$ cat config.mk
export PLATFORM = sky130hd
export DESIGN_NAME = psw_ctrl
export DESIGN_NICKNAME = d
export VERILOG_FILES = /design/src/hdl/psw_pkg.sv /design/src/hdl/psw_wake_if.sv /design/src/hdl/psw_tick.sv /design/src/hdl/psw_wake_edge.sv /design/src/hdl/psw_ctrl.sv
export SDC_FILE = /design/constraint.sdc
export NUM_CORES = 1
export LEC_CHECK = 0
export ABC_AREA = 0
export BUFFER_PORTS_ARGS = -buffer_cell sky130_fd_sc_hd__buf_2
export CORE_MARGIN = 8
export CORE_UTILIZATION = 45
export CTS_BUF_LIST = sky130_fd_sc_hd__clkbuf_4
export DETAILED_ROUTE_END_ITERATION = 6
export GPL_TIMING_DRIVEN = 0
export HOLD_SLACK_MARGIN = 0.05
export PLACE_DENSITY_LB_ADDON = 0.25
export REMOVE_ABC_BUFFERS = 1
export SKIP_CTS_REPAIR_TIMING = 1
export SKIP_LAST_GASP = 1
export SLEW_MARGIN = 20
export SYNTH_ARGS = -nofsm -noshare
export SYNTH_HDL_FRONTEND = slang
export SYNTH_SLANG_ARGS = --single-unit
$ cat constraint.sdc
create_clock -name I_CLK -period 2.8 [get_ports I_CLK]
set_clock_uncertainty 0.05 [all_clocks]
set_input_delay 0.42 -clock I_CLK [delete_from_list [all_inputs] [get_ports I_CLK]]
set_output_delay 0.42 -clock I_CLK [all_outputs]
set_load 0.01 [all_outputs]
$ cat src/hdl/psw_pkg.sv
// Constants and types shared by the power save and wake-up controller
package psw_pkg;
    localparam int unsigned ADDR_W = 3;
    localparam int unsigned DATA_W = 8;
    localparam int unsigned PIN_N  = 8;
    localparam int unsigned TIMER_W = 16;

    // Register offsets on the plain register port
    localparam logic [2:0] REG_CTRL      = 3'h0;
    localparam logic [2:0] REG_WAKE_EN   = 3'h1;
    localparam logic [2:0] REG_WAKE_EDGE = 3'h2;
    localparam logic [2:0] REG_WAKE_PEND = 3'h3;
    localparam logic [2:0] REG_STATUS    = 3'h4;
    localparam logic [2:0] REG_TIMER_LO  = 3'h5;
    localparam logic [2:0] REG_TIMER_HI  = 3'h6;

    // Control register bit positions
    localparam int unsigned CTRL_HALT  = 0;
    localparam int unsigned CTRL_IDLE  = 1;
    localparam int unsigned CTRL_IDLE_TIMER_IRQ_ENABLE  = 2;
    localparam int unsigned CTRL_PORT_IRQ_GLOBAL_ENABLE  = 3;
    localparam int unsigned CTRL_GIE   = 4;
    localparam int unsigned CTRL_IDLE_TIMER_PENDING = 5;

    // Status register bit positions
    localparam int unsigned STAT_MODE_LSB = 0;
    localparam int unsigned STAT_HALT_DIS = 2;

    // Reset values
    localparam logic [7:0]  REG_RESET   = 8'h00;
    localparam logic [15:0] TIMER_RESET = 16'h0000;

    // Timing: divide by ten, 256 settling counts, bit thirteen toggle
    localparam logic [3:0]  TC_DIV           = 4'ha;
    localparam logic [15:0] SETTLE_LOAD      = 16'h0100;
    localparam logic [15:0] SETTLE_LAST      = 16'h0001;
    localparam int unsigned TIMER_TOGGLE_BIT = 13;

    // Pins able to raise the port interrupt (pins 0 to 6)
    localparam logic [7:0] IRQ_PIN_MASK = 8'h7f;

    typedef enum logic [1:0] {PSW_RUN, PSW_IDLE, PSW_HALT, PSW_SETTLE} psw_mode_t;
endpackage

$ cat src/hdl/psw_wake_if.sv
// Carrier between the controller core and the wake edge detector
`timescale 1ns/10ps
`default_nettype none
interface psw_wake_if;
    logic [7:0] edge_sel;
    logic [7:0] pin_event;
    logic       can_event;

    modport core (output edge_sel, input pin_event, input can_event);
    modport det  (input edge_sel, output pin_event, output can_event);
endinterface
`default_nettype wire

$ cat src/hdl/psw_tick.sv
// Instruction cycle enable: oscillator clock divided by ten
`timescale 1ns/10ps
`default_nettype none
module psw_tick
(
    input  wire logic i_clk,
    input  wire logic i_rst,
    input  wire logic i_run,
    output logic      o_tick
);
    typedef struct packed
    {
        logic [3:0] cnt;
        logic       tick;
    } psw_tick_st_t;

    psw_tick_st_t r;
    psw_tick_st_t next_r;

    localparam logic [3:0] TC_DIV_LAST = psw_pkg::TC_DIV - 4'h1;

    // Counter stops with the oscillator, so no tick leaks out of halt
    always_comb
    begin
        next_r      = r;
        next_r.tick = 1'b0;
        if (!i_run)
        begin
            next_r.cnt = 4'h0;
        end
        else if (r.cnt == TC_DIV_LAST)
        begin
            next_r.cnt  = 4'h0;
            next_r.tick = 1'b1;
        end
        else
        begin
            next_r.cnt = r.cnt + 4'h1;
        end
    end

    always_ff @(posedge i_clk)
    begin
        if (i_rst)
            r <= '0;
        else
            r <= next_r;
    end

    assign o_tick = r.tick;
endmodule
`default_nettype wire

$ cat src/hdl/psw_wake_edge.sv
// Pin synchronisers and edge detection for the wake inputs and CAN comparator
`timescale 1ns/10ps
`default_nettype none
module psw_wake_edge
(
    input  wire logic       i_clk,
    input  wire logic       i_rst,
    input  wire logic [7:0] i_pin,
    input  wire logic       i_can_cmp,
    psw_wake_if.det         wk
);
    typedef struct packed
    {
        logic [8:0] s1;
        logic [8:0] s2;
        logic [8:0] s3;
        logic [8:0] lvl;
        logic [7:0] pin_event;
        logic       can_event;
    } psw_edge_st_t;

    psw_edge_st_t r;
    psw_edge_st_t next_r;
    logic [8:0]   new_lvl;
    logic [7:0]   sel_ev;

    // A level change counts only once stages two and three agree
    assign new_lvl = ((r.s2 ~^ r.s3) & r.s3) | (~(r.s2 ~^ r.s3) & r.lvl);

    // Per pin trigger choice: set selects falling, clear selects rising
    genvar gi;
    generate
        for (gi = 0; gi < 8; gi++)
        begin : g_pin
            assign sel_ev[gi] = wk.edge_sel[gi] ? (r.lvl[gi] & ~new_lvl[gi])
                                                : (~r.lvl[gi] & new_lvl[gi]);
        end
    endgenerate

    always_comb
    begin
        next_r           = r;
        next_r.s1        = {i_can_cmp, i_pin};
        next_r.s2        = r.s1;
        next_r.s3        = r.s2;
        next_r.lvl       = new_lvl;
        next_r.pin_event = sel_ev;
        next_r.can_event = r.lvl[8] & ~new_lvl[8];
    end

    always_ff @(posedge i_clk)
    begin
        if (i_rst)
            r <= '0;
        else
            r <= next_r;
    end

    assign wk.pin_event = r.pin_event;
    assign wk.can_event = r.can_event;
endmodule
`default_nettype wire

$ cat src/hdl/psw_ctrl.sv
// Power save mode controller with multi-input wake-up and idle timer
`timescale 1ns/10ps
`default_nettype none
module psw_ctrl
#(
    parameter bit HALT_DISABLE = 1'b0
)
(
    input  wire logic       I_CLK,
    input  wire logic       I_RST,
    input  wire logic [2:0] I_ADDR,
    input  wire logic [7:0] I_WDATA,
    input  wire logic       I_WR,
    input  wire logic       I_RD,
    output logic      [7:0] O_RDATA,
    input  wire logic [7:0] I_WAKE_PIN,
    input  wire logic       I_CAN_RX_CMP,
    output logic            O_SYS_CLK_EN,
    output logic            O_OSC_EN,
    output logic            O_PWM_HOLD,
    output logic            O_HALTED,
    output logic            O_IDLE,
    output logic            O_PORT_IRQ,
    output logic            O_IDLE_TIMER_IRQ
);
    typedef struct packed
    {
        psw_pkg::psw_mode_t mode;
        logic               halt_request_bit;
        logic               idle_request_bit;
        logic               idle_timer_irq_enable;
        logic               port_irq_global_enable;
        logic               global_irq_enable;
        logic               idle_timer_pending;
        logic [7:0]         wake_enable_mask;
        logic [7:0]         wake_edge_select;
        logic [7:0]         wake_pending;
        logic [15:0]        idle_timer;
        logic [7:0]         rdata;
        logic               sys_clk_en;
        logic               osc_en;
        logic               pwm_hold;
        logic               halted;
        logic               idle;
        logic               port_irq;
        logic               idle_timer_irq;
    } psw_ctrl_st_t;

    psw_ctrl_st_t r;
    psw_ctrl_st_t next_r;

    psw_wake_if wk ();
    logic       tc_tick;
    logic       osc_run;

    // Edge detection on the wake pins and CAN comparator
    psw_wake_edge u_edge
    (
        .i_clk     (I_CLK),
        .i_rst     (I_RST),
        .i_pin     (I_WAKE_PIN),
        .i_can_cmp (I_CAN_RX_CMP),
        .wk        (wk.det)
    );

    // Oscillator stops in halt, so the instruction clock stops too
    assign osc_run = (r.mode != psw_pkg::PSW_HALT);

    psw_tick u_tick
    (
        .i_clk  (I_CLK),
        .i_rst  (I_RST),
        .i_run  (osc_run),
        .o_tick (tc_tick)
    );

    assign wk.edge_sel = r.wake_edge_select;

    logic wr_ctrl;
    logic wr_en;
    logic wr_edge;
    logic wr_pend;
    logic halt_blocked;
    logic timer_toggle;
    logic port_wake;
    logic [15:0] timer_dec;

    // Register write decode
    assign wr_ctrl = I_WR && (I_ADDR == psw_pkg::REG_CTRL);
    assign wr_en   = I_WR && (I_ADDR == psw_pkg::REG_WAKE_EN);
    assign wr_edge = I_WR && (I_ADDR == psw_pkg::REG_WAKE_EDGE);
    assign wr_pend = I_WR && (I_ADDR == psw_pkg::REG_WAKE_PEND);

    // Halt would wake at once, so it is refused instead
    assign halt_blocked = |(r.wake_enable_mask & r.wake_pending);

    // Idle timer counts down on each instruction cycle
    assign timer_dec = r.idle_timer - 16'h0001;

    // Bit thirteen toggle; settling reuses the timer and must not count
    assign timer_toggle = tc_tick && (r.mode != psw_pkg::PSW_SETTLE)
                          && (timer_dec[psw_pkg::TIMER_TOGGLE_BIT]
                              != r.idle_timer[psw_pkg::TIMER_TOGGLE_BIT]);

    // Enabled and pending port wake-up
    assign port_wake = |(r.wake_enable_mask & r.wake_pending);

    always_comb
    begin
        next_r       = r;
        next_r.rdata = psw_pkg::REG_RESET;

        // Register writes
        if (wr_en)
            next_r.wake_enable_mask = I_WDATA;
        if (wr_edge)
            next_r.wake_edge_select = I_WDATA;
        if (wr_pend)
            next_r.wake_pending = I_WDATA;
        // Hardware set beats a software clear in the same cycle
        next_r.wake_pending = next_r.wake_pending | wk.pin_event;

        if (wr_ctrl)
        begin
            next_r.idle_timer_irq_enable  = I_WDATA[psw_pkg::CTRL_IDLE_TIMER_IRQ_ENABLE];
            next_r.port_irq_global_enable = I_WDATA[psw_pkg::CTRL_PORT_IRQ_GLOBAL_ENABLE];
            next_r.global_irq_enable      = I_WDATA[psw_pkg::CTRL_GIE];
            next_r.idle_timer_pending     = I_WDATA[psw_pkg::CTRL_IDLE_TIMER_PENDING];
            if (I_WDATA[psw_pkg::CTRL_IDLE])
                next_r.idle_request_bit = 1'b1;
            if (I_WDATA[psw_pkg::CTRL_HALT] && !HALT_DISABLE && !halt_blocked)
                next_r.halt_request_bit = 1'b1;
        end
        if (timer_toggle)
            next_r.idle_timer_pending = 1'b1;

        // Idle timer keeps running outside halt
        if (tc_tick)
            next_r.idle_timer = timer_dec;

        // Mode sequencing
        unique case (r.mode)
            psw_pkg::PSW_RUN:
            begin
                // Halt takes priority when both are requested
                if (r.halt_request_bit)
                    next_r.mode = psw_pkg::PSW_HALT;
                else if (r.idle_request_bit)
                    next_r.mode = psw_pkg::PSW_IDLE;
            end
            psw_pkg::PSW_IDLE:
            begin
                if (port_wake || wk.can_event || timer_toggle)
                begin
                    next_r.mode             = psw_pkg::PSW_RUN;
                    next_r.idle_request_bit = 1'b0;
                end
            end
            psw_pkg::PSW_HALT:
            begin
                if (port_wake)
                begin
                    next_r.mode             = psw_pkg::PSW_SETTLE;
                    next_r.idle_timer       = psw_pkg::SETTLE_LOAD;
                    next_r.halt_request_bit = 1'b0;
                end
            end
            psw_pkg::PSW_SETTLE:
            begin
                // Clocks return only after the oscillator had time to settle
                if (tc_tick && (r.idle_timer == psw_pkg::SETTLE_LAST))
                    next_r.mode = psw_pkg::PSW_RUN;
            end
        endcase

        // Registered outputs follow the next mode
        next_r.sys_clk_en = (next_r.mode == psw_pkg::PSW_RUN);
        next_r.osc_en     = (next_r.mode != psw_pkg::PSW_HALT);
        next_r.pwm_hold   = (next_r.mode == psw_pkg::PSW_HALT)
                            || (next_r.mode == psw_pkg::PSW_SETTLE);
        next_r.halted     = (next_r.mode == psw_pkg::PSW_HALT);
        next_r.idle       = (next_r.mode == psw_pkg::PSW_IDLE);

        // Interrupt requests, pin 7 wakes but never interrupts
        next_r.port_irq = next_r.port_irq_global_enable && next_r.global_irq_enable
                          && (|(next_r.wake_enable_mask & next_r.wake_pending
                                & psw_pkg::IRQ_PIN_MASK));
        next_r.idle_timer_irq = next_r.global_irq_enable && next_r.idle_timer_irq_enable
                                && next_r.idle_timer_pending;

        // Read data stand for exactly the cycle after the strobe
        if (I_RD)
        begin
            unique case (I_ADDR)
                psw_pkg::REG_CTRL:
                begin
                    next_r.rdata[psw_pkg::CTRL_HALT]  = r.halt_request_bit;
                    next_r.rdata[psw_pkg::CTRL_IDLE]  = r.idle_request_bit;
                    next_r.rdata[psw_pkg::CTRL_IDLE_TIMER_IRQ_ENABLE]  = r.idle_timer_irq_enable;
                    next_r.rdata[psw_pkg::CTRL_PORT_IRQ_GLOBAL_ENABLE]  = r.port_irq_global_enable;
                    next_r.rdata[psw_pkg::CTRL_GIE]   = r.global_irq_enable;
                    next_r.rdata[psw_pkg::CTRL_IDLE_TIMER_PENDING] = r.idle_timer_pending;
                end
                psw_pkg::REG_WAKE_EN:   next_r.rdata = r.wake_enable_mask;
                psw_pkg::REG_WAKE_EDGE: next_r.rdata = r.wake_edge_select;
                psw_pkg::REG_WAKE_PEND: next_r.rdata = r.wake_pending;
                psw_pkg::REG_STATUS:
                begin
                    next_r.rdata[psw_pkg::STAT_MODE_LSB +: 2] = r.mode;
                    next_r.rdata[psw_pkg::STAT_HALT_DIS]      = HALT_DISABLE;
                end
                psw_pkg::REG_TIMER_LO:  next_r.rdata = r.idle_timer[7:0];
                psw_pkg::REG_TIMER_HI:  next_r.rdata = r.idle_timer[15:8];
                default:                next_r.rdata = psw_pkg::REG_RESET;
            endcase
        end
    end

    // Single state register; reset clears everything except sys_clk_en and osc_en, which it sets
    always_ff @(posedge I_CLK)
    begin
        if (I_RST)
        begin
            r            <= '0;
            r.mode       <= psw_pkg::PSW_RUN;
            r.idle_timer <= psw_pkg::TIMER_RESET;
            r.sys_clk_en <= 1'b1;
            r.osc_en     <= 1'b1;
        end
        else
        begin
            r <= next_r;
        end
    end

    assign O_RDATA          = r.rdata;
    assign O_SYS_CLK_EN     = r.sys_clk_en;
    assign O_OSC_EN         = r.osc_en;
    assign O_PWM_HOLD       = r.pwm_hold;
    assign O_HALTED         = r.halted;
    assign O_IDLE           = r.idle;
    assign O_PORT_IRQ       = r.port_irq;
    assign O_IDLE_TIMER_IRQ = r.idle_timer_irq;
endmodule
`default_nettype wire

## Yosys cells after proc, flatten, opt, wreduce, memory -nomap -nowiden

Index checks and enable logic that the tools add are counted.

- Register bits after elaboration: 113
- Word-level logic and storage cells: 145
- Memory bits (read-only): 0
- RAM bits: 0
- Memories kept: 0
- Latch bits: 0

- Shift-type cells: 0
- Reductions and logical operators: 24
- Add/subtract/negate cells: 2
- Div/mod/pow operators: 0
- Bitwise logic cells: 44
- Muxes and demuxes: 30
- Order comparisons: 0
- $mul: 0
- Equal/unequal tests: 18

Operators with widths:

| cell | count |
|---|---|
| two-way mux 16 bit | 3 |
| one-hot mux 3 bit (7 select lines) | 1 |
| NOT 1 bit | 19 |
| bitwise AND 9 bit | 2 |
| one-hot mux 3 bit (6 select lines) | 1 |
| bitwise AND 1 bit | 17 |
| equality test 16 x 1 -> 1 bit, second input constant | 1 |
| two-way mux 8 bit | 2 |
| subtractor 16 x 1 -> 16 bit, second input constant | 1 |
| two-way mux 1 bit | 15 |
| logical AND 1 bit | 12 |
| one-hot mux 2 bit (5 select lines) | 1 |
| equality test 3 bit, second input constant | 3 |
| NOT 9 bit | 1 |
| OR 9 bit | 1 |
| bitwise XNOR 9 bit | 1 |
| bitwise AND 8 bit | 1 |
| equality test 2 bit, second input constant | 4 |
| two-way mux 2 bit | 4 |
| OR 8 bit | 1 |
| one-hot mux 2 bit (4 select lines) | 1 |
| OR reduction 8 bit | 1 |
| bitwise AND 7 bit | 1 |
| OR reduction 7 bit | 1 |
| other kinds (15) | 23 |

## Longest topological paths before layout

Gate-level depths: netlist of the first run.

- Depth in word-level cells: 10
- Mapped depth: 7
- Mapped depth without buffers: 7

## Modules after synthesis

From an unflattened synthesis of the first run, not the netlist that was laid out.

- Cell total of the unflattened synthesis: 487
- Area, all modules: 4737.0 sq um

Modules (own cells, without submodules):

| module | area an instance (sq um) | instances | seq. area each (sq um) | cells an instance |
|---|---|---|---|---|
| psw_ctrl | 2996.6 | 1 | 1261.2 | 332 |
| psw_wake_edge | 1535.2 | 1 | 900.9 | 137 |
| psw_tick | 205.2 | 1 | 100.1 | 18 |

## Worst setup path before layout of the first run

Ideal clock, no wire load.

- Path type: in2reg
- Start: input I_ADDR[1]
- End: register r, in the netlist O_PORT_IRQ
- Setup slack: 710 ps
- Data arrival time: 1918 ps
- Buffers on the path: 2
- Cell stages on the path: 7
- Setup time: 122 ps
- Data required time: 2628 ps
- Cells stage by stage: buf_2 nor4bb_1 buf_2 mux2i_1 o22a_1 o221ai_1 o311a_1

- Word-level cells in the longest chain between the ends: 7
- Elaborated cells between the ends (all ways): 14

RTL lines:

| element | RTL line | source |
|---|---|---|
| start: declaration | psw_ctrl.sv:11 | `input wire logic [2:0] I_ADDR,` |
| equality test 3 x 2 -> 1 bit | psw_ctrl.sv:92 | `assign wr_pend = I_WR && (I_ADDR == psw_pkg::REG_WAKE_PEND);` |
| logical AND 1 bit | psw_ctrl.sv:92 |  |
| two-way mux 8 bit | psw_ctrl.sv:118 | `if (wr_pend)` |
| OR 8 bit | psw_ctrl.sv:121 | `next_r.wake_pending = next_r.wake_pending \| wk.pin_event;` |
| bitwise AND 7 bit | psw_ctrl.sv:186 | `&& (\|(next_r.wake_enable_mask & next_r.wake_pending` |
| OR reduction 7 bit | psw_ctrl.sv:186 |  |
| logical AND 1 bit (*) | psw_ctrl.sv:186 |  |
| end signal: assignment | psw_ctrl.sv:232 | `r <= next_r;` |
| end: declaration | psw_ctrl.sv:49 | `psw_ctrl_st_t r;` |

Every way passes the cells marked *; elsewhere a longest branch is shown, timed or not.
A chain may end at the register's enable or synchronous reset.

## Worst setup path in the final report of the first run

- Start: input I_ADDR[0]
- End: register r, in the netlist O_PORT_IRQ

The elaborated chain is that of the path after synthesis.

==> results.md, run 1 <==
* Result of the run: completed
* XOR/XNOR Fraction of Synth Area at 3.255%
* Commonest non-fill, non-tap cell in the layout: sky130_fd_sc_hd__dfxtp_1
* Kind of launch point of the worst setup path: input pin
* Dpl cells at 609
* Post-synthesis cell type with the largest combined area: sky130_fd_sc_hd__dfxtp_1
* Count of state elements after synthesis at 112
* Clock tree from TritonCTS: built
* Final antenna-violating net count at 0
* Die outline width at 116.8 microns
* Final nets at 513
* Share of the clock period used by the worst path at 79.20%
* Portion of netlist area occupied by mux cells at 8.178%
* Final Hold Violating Endpoints at 0
* Detailed-routing iteration count for the pre-antenna-repair pass at 4
* P_leak at 1.815 nW
* Maximum vdd ir drop at 0.0002132 V
* Element type at the critical path end: flop
* Overall routing resource usage at 14.31%
* PwrDens at 536.3 nW/um^2
* Number of input and output port buffers inserted at 38
* Synthesized netlist cell count at 463
* Main synth FF type: sky130_fd_sc_hd__dfxtp_1
* Kind of path behind the tightest hold check: in2reg
* Top-area cell type share of the netlist area at 49.02%
* Diode insertion count for antenna repair at 0
* Worst EP arrival at 2.55 ns
* Combinational family with the most area after synthesis: simple AND/OR/NAND/NOR gates
* Number of fillers in the final layout at 964
* Total vias in the final route at 3309
* Library cells used by synthesis at 58
* Number of H-tree branching levels at 3
* Mean cell area of the mapped netlist at 9.880 sq um
* Cell-by-cell listing of the critical path: buf_2, nor4bb_4, mux2i_1, o22a_1, o221ai_1, o311a_1
* Initial core utilization at 45.33%
* HPWL Detailed at 6.538 mm
* Leftover overflow at the end of global routing at 0
* Via count of the first global-routing pass at 3124
* Wire length of the first global-routing pass at 15.45 mm
* Worst slack, placed at 0.07480 ns
* Leading cell types by total area after synthesis: sky130_fd_sc_hd__dfxtp_1 (49%), sky130_fd_sc_hd__mux2i_1 (5.5%), sky130_fd_sc_hd__nor2_1 (5.4%)
* Number of antenna violations at the first check in global routing at 0
* Max-cap violations at 0
* CTS root buf: sky130_fd_sc_hd__clkbuf_4
* Worst Path Max Fanout at 24
* Via-per-instance ratio at 5.286
* Post-synth EDFFs at 0
* Total Routed Length at 9.200 mm
* Classification of the worst setup path: in2reg
* CTS clock-pin slew for the worst setup and hold paths at 0.18 ns
* Fraction of layout cells with a size suffix above 1 at 16.12%
* Seq pwr share at 62.0%
* Area fraction in compound gates after synthesis at 11.90%
* Routability congestion estimate at 0.8171
* Detailed-route wire length per cell at 14.70 microns
* Basic-gate share of the synthesized area counting and, or, nand and nor cells at 22.51%
* Worst-margin pin slew at 0.8217 ns
* # IOs at 39
* Sum Neg Setup Slack at 0 ns
* Clock network power share at 31.8%
* Share of total power in combinational logic at 6.2%
* Most frequent cells in the layout: sky130_fd_sc_hd__dfxtp_1 (112), sky130_fd_sc_hd__nor2_1 (66), sky130_fd_sc_hd__buf_2 (38)
* Sequential area share after synthesis at 49.02%
* Fin cells at 626
* CP Data Required Time at 3.14 ns
* Sinks on Clock Net at 112
* Area growth from synthesis to layout at 9.026%
* Mapped Area at 4574 sq um
* Rel. slew slack at 45.14%
* Die ar. at 13650 sq um
* Core outline area at 10090 sq um
* Switching pwr at 678.2 uW
* Setup repair after global routing missed its margin: false
* Final Worst Setup Slack at 0.5824 ns
* Synth Warn # at 0
* Maximum number of pins on one net before global-route repair at 85
* Cell class contributing the biggest share of worst-path delay: simple AND/OR/NAND/NOR gates
* Max stage delay cell, worst path: sky130_fd_sc_hd__nor4bb_4
* # setup viols final at 0
* Period minus WS final at 2.218 ns
* Bufs on Longest Clock Path at 2
* Switching Fraction at 25.36%
* Share of synthesized cell area in full adder, half adder and majority cells at 1.094%
* Internal Dissipation at 1.996 mW
* Buffers and inverters on the worst path at 1
* Area of all placed cells without fillers at 4987 sq um
* Remaining routing DRC violations at 0
* Max-slew violation count at 0
* Number of CTS-inserted buffers at 9
* Clock insertion delay at the later pin of the skew report at 0.47 ns
* Peak clock frequency supported by timing at 0.4509 GHz
* Floorplan row count at 37
* Maximum single-stage delay on the critical path at 0.76 ns
* Async S/R FF share, synth at 0%
* Cell area reported after detailed placement at 4823 sq um
* Height of the die at 116.8 microns
* Initial DRC Count at 219
## flip-flops by register name (all words and copies together) (netlist names), 4 cells and up
name                 cells
r                       39
wk.edge_sel              8
O_RDATA                  8
u_edge.wk.pin_event      8
u_edge.next_r           18
u_edge.r                18
u_tick.r                 4
## power groups by stage
stage / Clock, mW / Sequential (mW) / Combinational, mW
finish: 0.850 / 1.66 / 0.166
global route: 0.953 / 1.66 / 0.186
CTS: 0.879 / 1.66 / 0.167
detailed placement: 0 / 1.69 / 0.166
global placement: 0 / 1.69 / 0.160
floorplan: 0 / 1.69 / 0.0857
## final timing paths
check,endpoint,depth (start not counted),slack [ns],start
max,O_PORT_IRQ,6,0.58,I_ADDR[0]
min,u_edge.next_r[33],2,0.09,I_WAKE_PIN[6]
max reg2reg,O_IDLE,5,0.61,r[19]
min reg2reg,u_edge.next_r[26],1,0.41,u_edge.next_r[35]
## metrics by stage
stage	util [%]	hold slack [ns]	power [mW]
4_1_cts	49.32	0.06395	2.704
5_1_grt	49.42	0.05368	2.804
3_5_place_dp	47.79	0.3769	1.858
6_report	49.42	0.08508	2.674
3_3_place_gp	47.40	0.3670	1.849
2_1_floorplan	-	0.3638	1.771
## cell families (layout without fill, tap and decap cells)
| family | Yosys count | after routing |
|---|---|---|
| buf+inv | 39 | 66 |
| fa+ha+maj | 4 | 4 |
| mux | 34 | 34 |
| flops | 112 | 112 |
| xor+xnor | 17 | 17 |
| compound gates | 81 | 81 |
| simple gates | 176 | 176 |
## worst reg2reg max path: cells and delay by family (launching register included)
kind            cells  cell delay, ns
compound gates      1            0.33
flops               1            0.39
simple gates        4            1.29
## synthesized netlist by cell type (7+ instances only)
cell	n
sky130_fd_sc_hd__xor2_1	8
sky130_fd_sc_hd__xnor2_1	9
sky130_fd_sc_hd__nor2_1	66
sky130_fd_sc_hd__mux2_2	7
sky130_fd_sc_hd__a22oi_1	8
sky130_fd_sc_hd__a21oi_1	26
sky130_fd_sc_hd__clkbuf_1	14
sky130_fd_sc_hd__nand2_1	22
sky130_fd_sc_hd__mux2i_1	25
sky130_fd_sc_hd__buf_2	7
sky130_fd_sc_hd__nor2b_1	35
sky130_fd_sc_hd__buf_4	8
sky130_fd_sc_hd__or4bb_1	16
sky130_fd_sc_hd__inv_1	9
sky130_fd_sc_hd__dfxtp_1	112
sky130_fd_sc_hd__o21ai_0	13
## routing by layer
metal  vias up  global-route usage [%]  share of wire, %
met5         -                       0                 0
met4         0                   4.352               1.0
met3         7                   3.643               4.8
met2        61                   22.75                46
met1      1560                   18.70                48
li1       1681                       -                 -
## cell type report
type / count / area [sq um] / area share, %
Inverter: 9 / 33.78 / 0.6774
Sequential cell: 112 / 2242 / 44.96
Tap cell: 136 / 170.2 / 3.412
Clock buffer: 9 / 67.56 / 1.355
Multi-Input combinational cell: 312 / 2168 / 43.48
Timing Repair Buffer: 41 / 219.0 / 4.390
Clock inverter: 7 / 86.33 / 1.731
(Power assumes the default switching activity.)
==> run 2, diff against run 1 <==
- clock period: 2.8 -> 2.3 ns (I/O delays scaled with it)
==> results.md, run 2 (synthesized netlist as in run 1, its figures left out) <==
* Result of the run: completed
* Kind of launch point of the worst setup path: flop
* Bufs on Longest Clock Path at 2 (unchanged)
* Cell-by-cell listing of the critical path: or4_1, nor3_1, nand3_2, a311oi_2, nor3_1
* PwrDens at 639.3 nW/um^2 (+19%)
* Most common cell type on the critical path: sky130_fd_sc_hd__nor3_1
* Die ar. at 13650 sq um (unchanged)
* Final Hold Violating Endpoints at 0 (unchanged)
* Initial core utilization at 45.33% (unchanged)
* Buffers and inverters on the worst path at 0 (-1)
* Final nets at 526 (+2.5%)
* Number of cell instances on the worst register-to-register path at 5 (unchanged)
* Number of CTS-inserted buffers at 9 (unchanged)
* Register with the most flip-flops: r
* Maximum single-stage delay on the critical path at 0.62 ns (-0.14 ns)
* Element type at the critical path end: flop
* Total Routed Length at 9.302 mm (+1.1%)
* Routability congestion estimate at 0.8171 (unchanged)
* Number of flip-flops in the largest register at 39 (unchanged)
* Via-per-instance ratio at 5.274 (-0.23%)
* Fin cells at 639 (+2.1%)
* Wire length of the first global-routing pass at 15.45 mm (unchanged)
* Detailed-routing iteration count for the pre-antenna-repair pass at 4 (unchanged)
* CP Data Required Time at 2.59 ns (-0.55 ns)
* Worst-margin pin slew at 0.8185 ns (-0.003256 ns)
* Number of input and output port buffers inserted at 38 (unchanged)
* RR Startpoint: r[24]
* R2r endpoint: O_IDLE
* Via count of the first global-routing pass at 3124 (unchanged)
* Maximum number of pins on one net before global-route repair at 85 (unchanged)
* Initial DRC Count at 194 (-11%)
* Number of H-tree branching levels at 3 (unchanged)
* Worst EP arrival at 2.40 ns (-0.15 ns)
* Height of the die at 116.8 microns (unchanged)
* Die outline width at 116.8 microns (unchanged)
* # IOs at 39 (unchanged)
* CTS root buf: sky130_fd_sc_hd__clkbuf_4
* # setup viols final at 0 (unchanged)
* Max-slew violation count at 0 (unchanged)
* Core outline area at 10090 sq um (unchanged)
* CTS clock-pin slew for the worst setup and hold paths at 0.17 ns (about the same)
* Grt met1 use at 18.70% (unchanged)
* HPWL Detailed at 6.538 mm (unchanged)
* Hold-critical path depth at 3 (+1)
* Total vias in the final route at 3370 (+1.8%)
* Global-route met2 utilization at 22.75% (unchanged)
* Max-cap violations at 0 (unchanged)
* Share of the clock period used by the worst path at 91.79%
* Worst slack, placed at -0.3502 ns (-0.4250 ns)
* Kind of path behind the tightest hold check: in2reg
* Met3 layer usage reported by global route at 3.643% (unchanged)
* Max stage delay cell, worst path: sky130_fd_sc_hd__or4_1
* Diode insertion count for antenna repair at 0 (unchanged)
* Critical path capture point: O_IDLE
* Setup repair after global routing missed its margin: false
* Leftover overflow at the end of global routing at 0 (unchanged)
* Clock tree from TritonCTS: built
* Fraction of layout cells with a size suffix above 1 at 16.70% (+0.58 points)
* Cell class contributing the biggest share of worst-path delay: simple AND/OR/NAND/NOR gates
* Remaining routing DRC violations at 0 (unchanged)
* Crit. Startpoint: r[24]
* Final Worst Setup Slack at 0.1888 ns (-0.3935 ns)
* Number of antenna violations at the first check in global routing at 0 (unchanged)
* Most frequent cells in the layout: sky130_fd_sc_hd__dfxtp_1 (112), sky130_fd_sc_hd__nor2_1 (66), sky130_fd_sc_hd__buf_2 (38)
* P_leak at 1.869 nW (+3.0%)
* Commonest non-fill, non-tap cell in the layout: sky130_fd_sc_hd__dfxtp_1
* Maximum vdd ir drop at 0.0002550 V (+20%)
* Dpl cells at 609 (unchanged)
* Sinks on Clock Net at 112 (unchanged)
* Total number of cells along the worst setup path at 5 (-1)
* Floorplan row count at 37 (unchanged)
* Peak clock frequency supported by timing at 0.4737 GHz
* Rel. slew slack at 45.44% (+0.30 points)
* Clock insertion delay at the later pin of the skew report at 0.47 ns (about the same)
* Period minus WS final at 2.111 ns
* Classification of the worst setup path: reg2reg
* Final antenna-violating net count at 0 (unchanged)
* Overall routing resource usage at 14.31% (unchanged)
* Global route hottest layer: met2
* Detailed-route wire length per cell at 14.56 microns (-0.95%)
* Setup slack of the worst register-to-register path at 0.19 ns (-0.42 ns)
* Worst Path Max Fanout at 5 (-79%)
* Area growth from synthesis to layout at 11.73%
run 2: cell count changes in the layout (fill, tap and decap cells not counted), sizes merged:
cell	delta
dlygate4sd3	+8
buf	+5
run 2: where the power goes:
group | total [mW] | internal, mW | switching, mW
registers | 2.02 | 1.99 | 0.0312
clock network | 1.03 | 0.357 | 0.676
logic | 0.216 | 0.0974 | 0.119
run 2: worst min path at each step:
stage | startpoint | to | slack, ns
after floorplan | u_edge.next_r[27] | u_edge.next_r[18] | 0.36
after global placement | u_edge.next_r[33] | u_edge.next_r[24] | 0.37
after detailed placement | u_edge.next_r[35] | u_edge.next_r[26] | 0.38
after CTS | I_WAKE_PIN[7] | u_edge.next_r[34] | -0.01
after global routing | I_WDATA[7] | r[38] | 0.06
final | I_WDATA[7] | r[38] | 0.09
run 2: cell type report:
class                      instances  area (sq um)
clock buffer                       9         67.56
clock inverter                     7         86.33
fill                             953          4981
inverter                           9         33.78
multi-input combinational        312          2175
sequential                       112          2242
tap                              136         170.2
timing repair buffer              54         336.6
run 2: through the flow:
stage	area [sq um]	utilization, %	hold slack [ns]	total power [mW]	TNS [ns]
global placement	4783	47.40	0.3670	2.251	-20.78
floorplan	4423	-	0.3638	2.157	-0.4872
finish	5111	50.64	0.09111	3.267	0
global route	5111	50.64	0.06205	3.427	0
detailed placement	4823	47.79	0.3769	2.262	-0.3502
CTS	4977	49.32	-0.01105	3.292	0
run 2: layer usage:
| metal | share of wire [%] | wire length, microns |
|---|---|---|
| met2 | 46 | 4300 |
| met4 | 1.1 | 102 |
| met3 | 4.8 | 449 |
| met5 | 0 | 0 |
| met1 | 48 | 4449 |
run 2: worst min-delay path: stages:
cell	delay, ns
sky130_fd_sc_hd__buf_2	0.11
sky130_fd_sc_hd__nand2_1	0.05
sky130_fd_sc_hd__a31oi_1	0.07
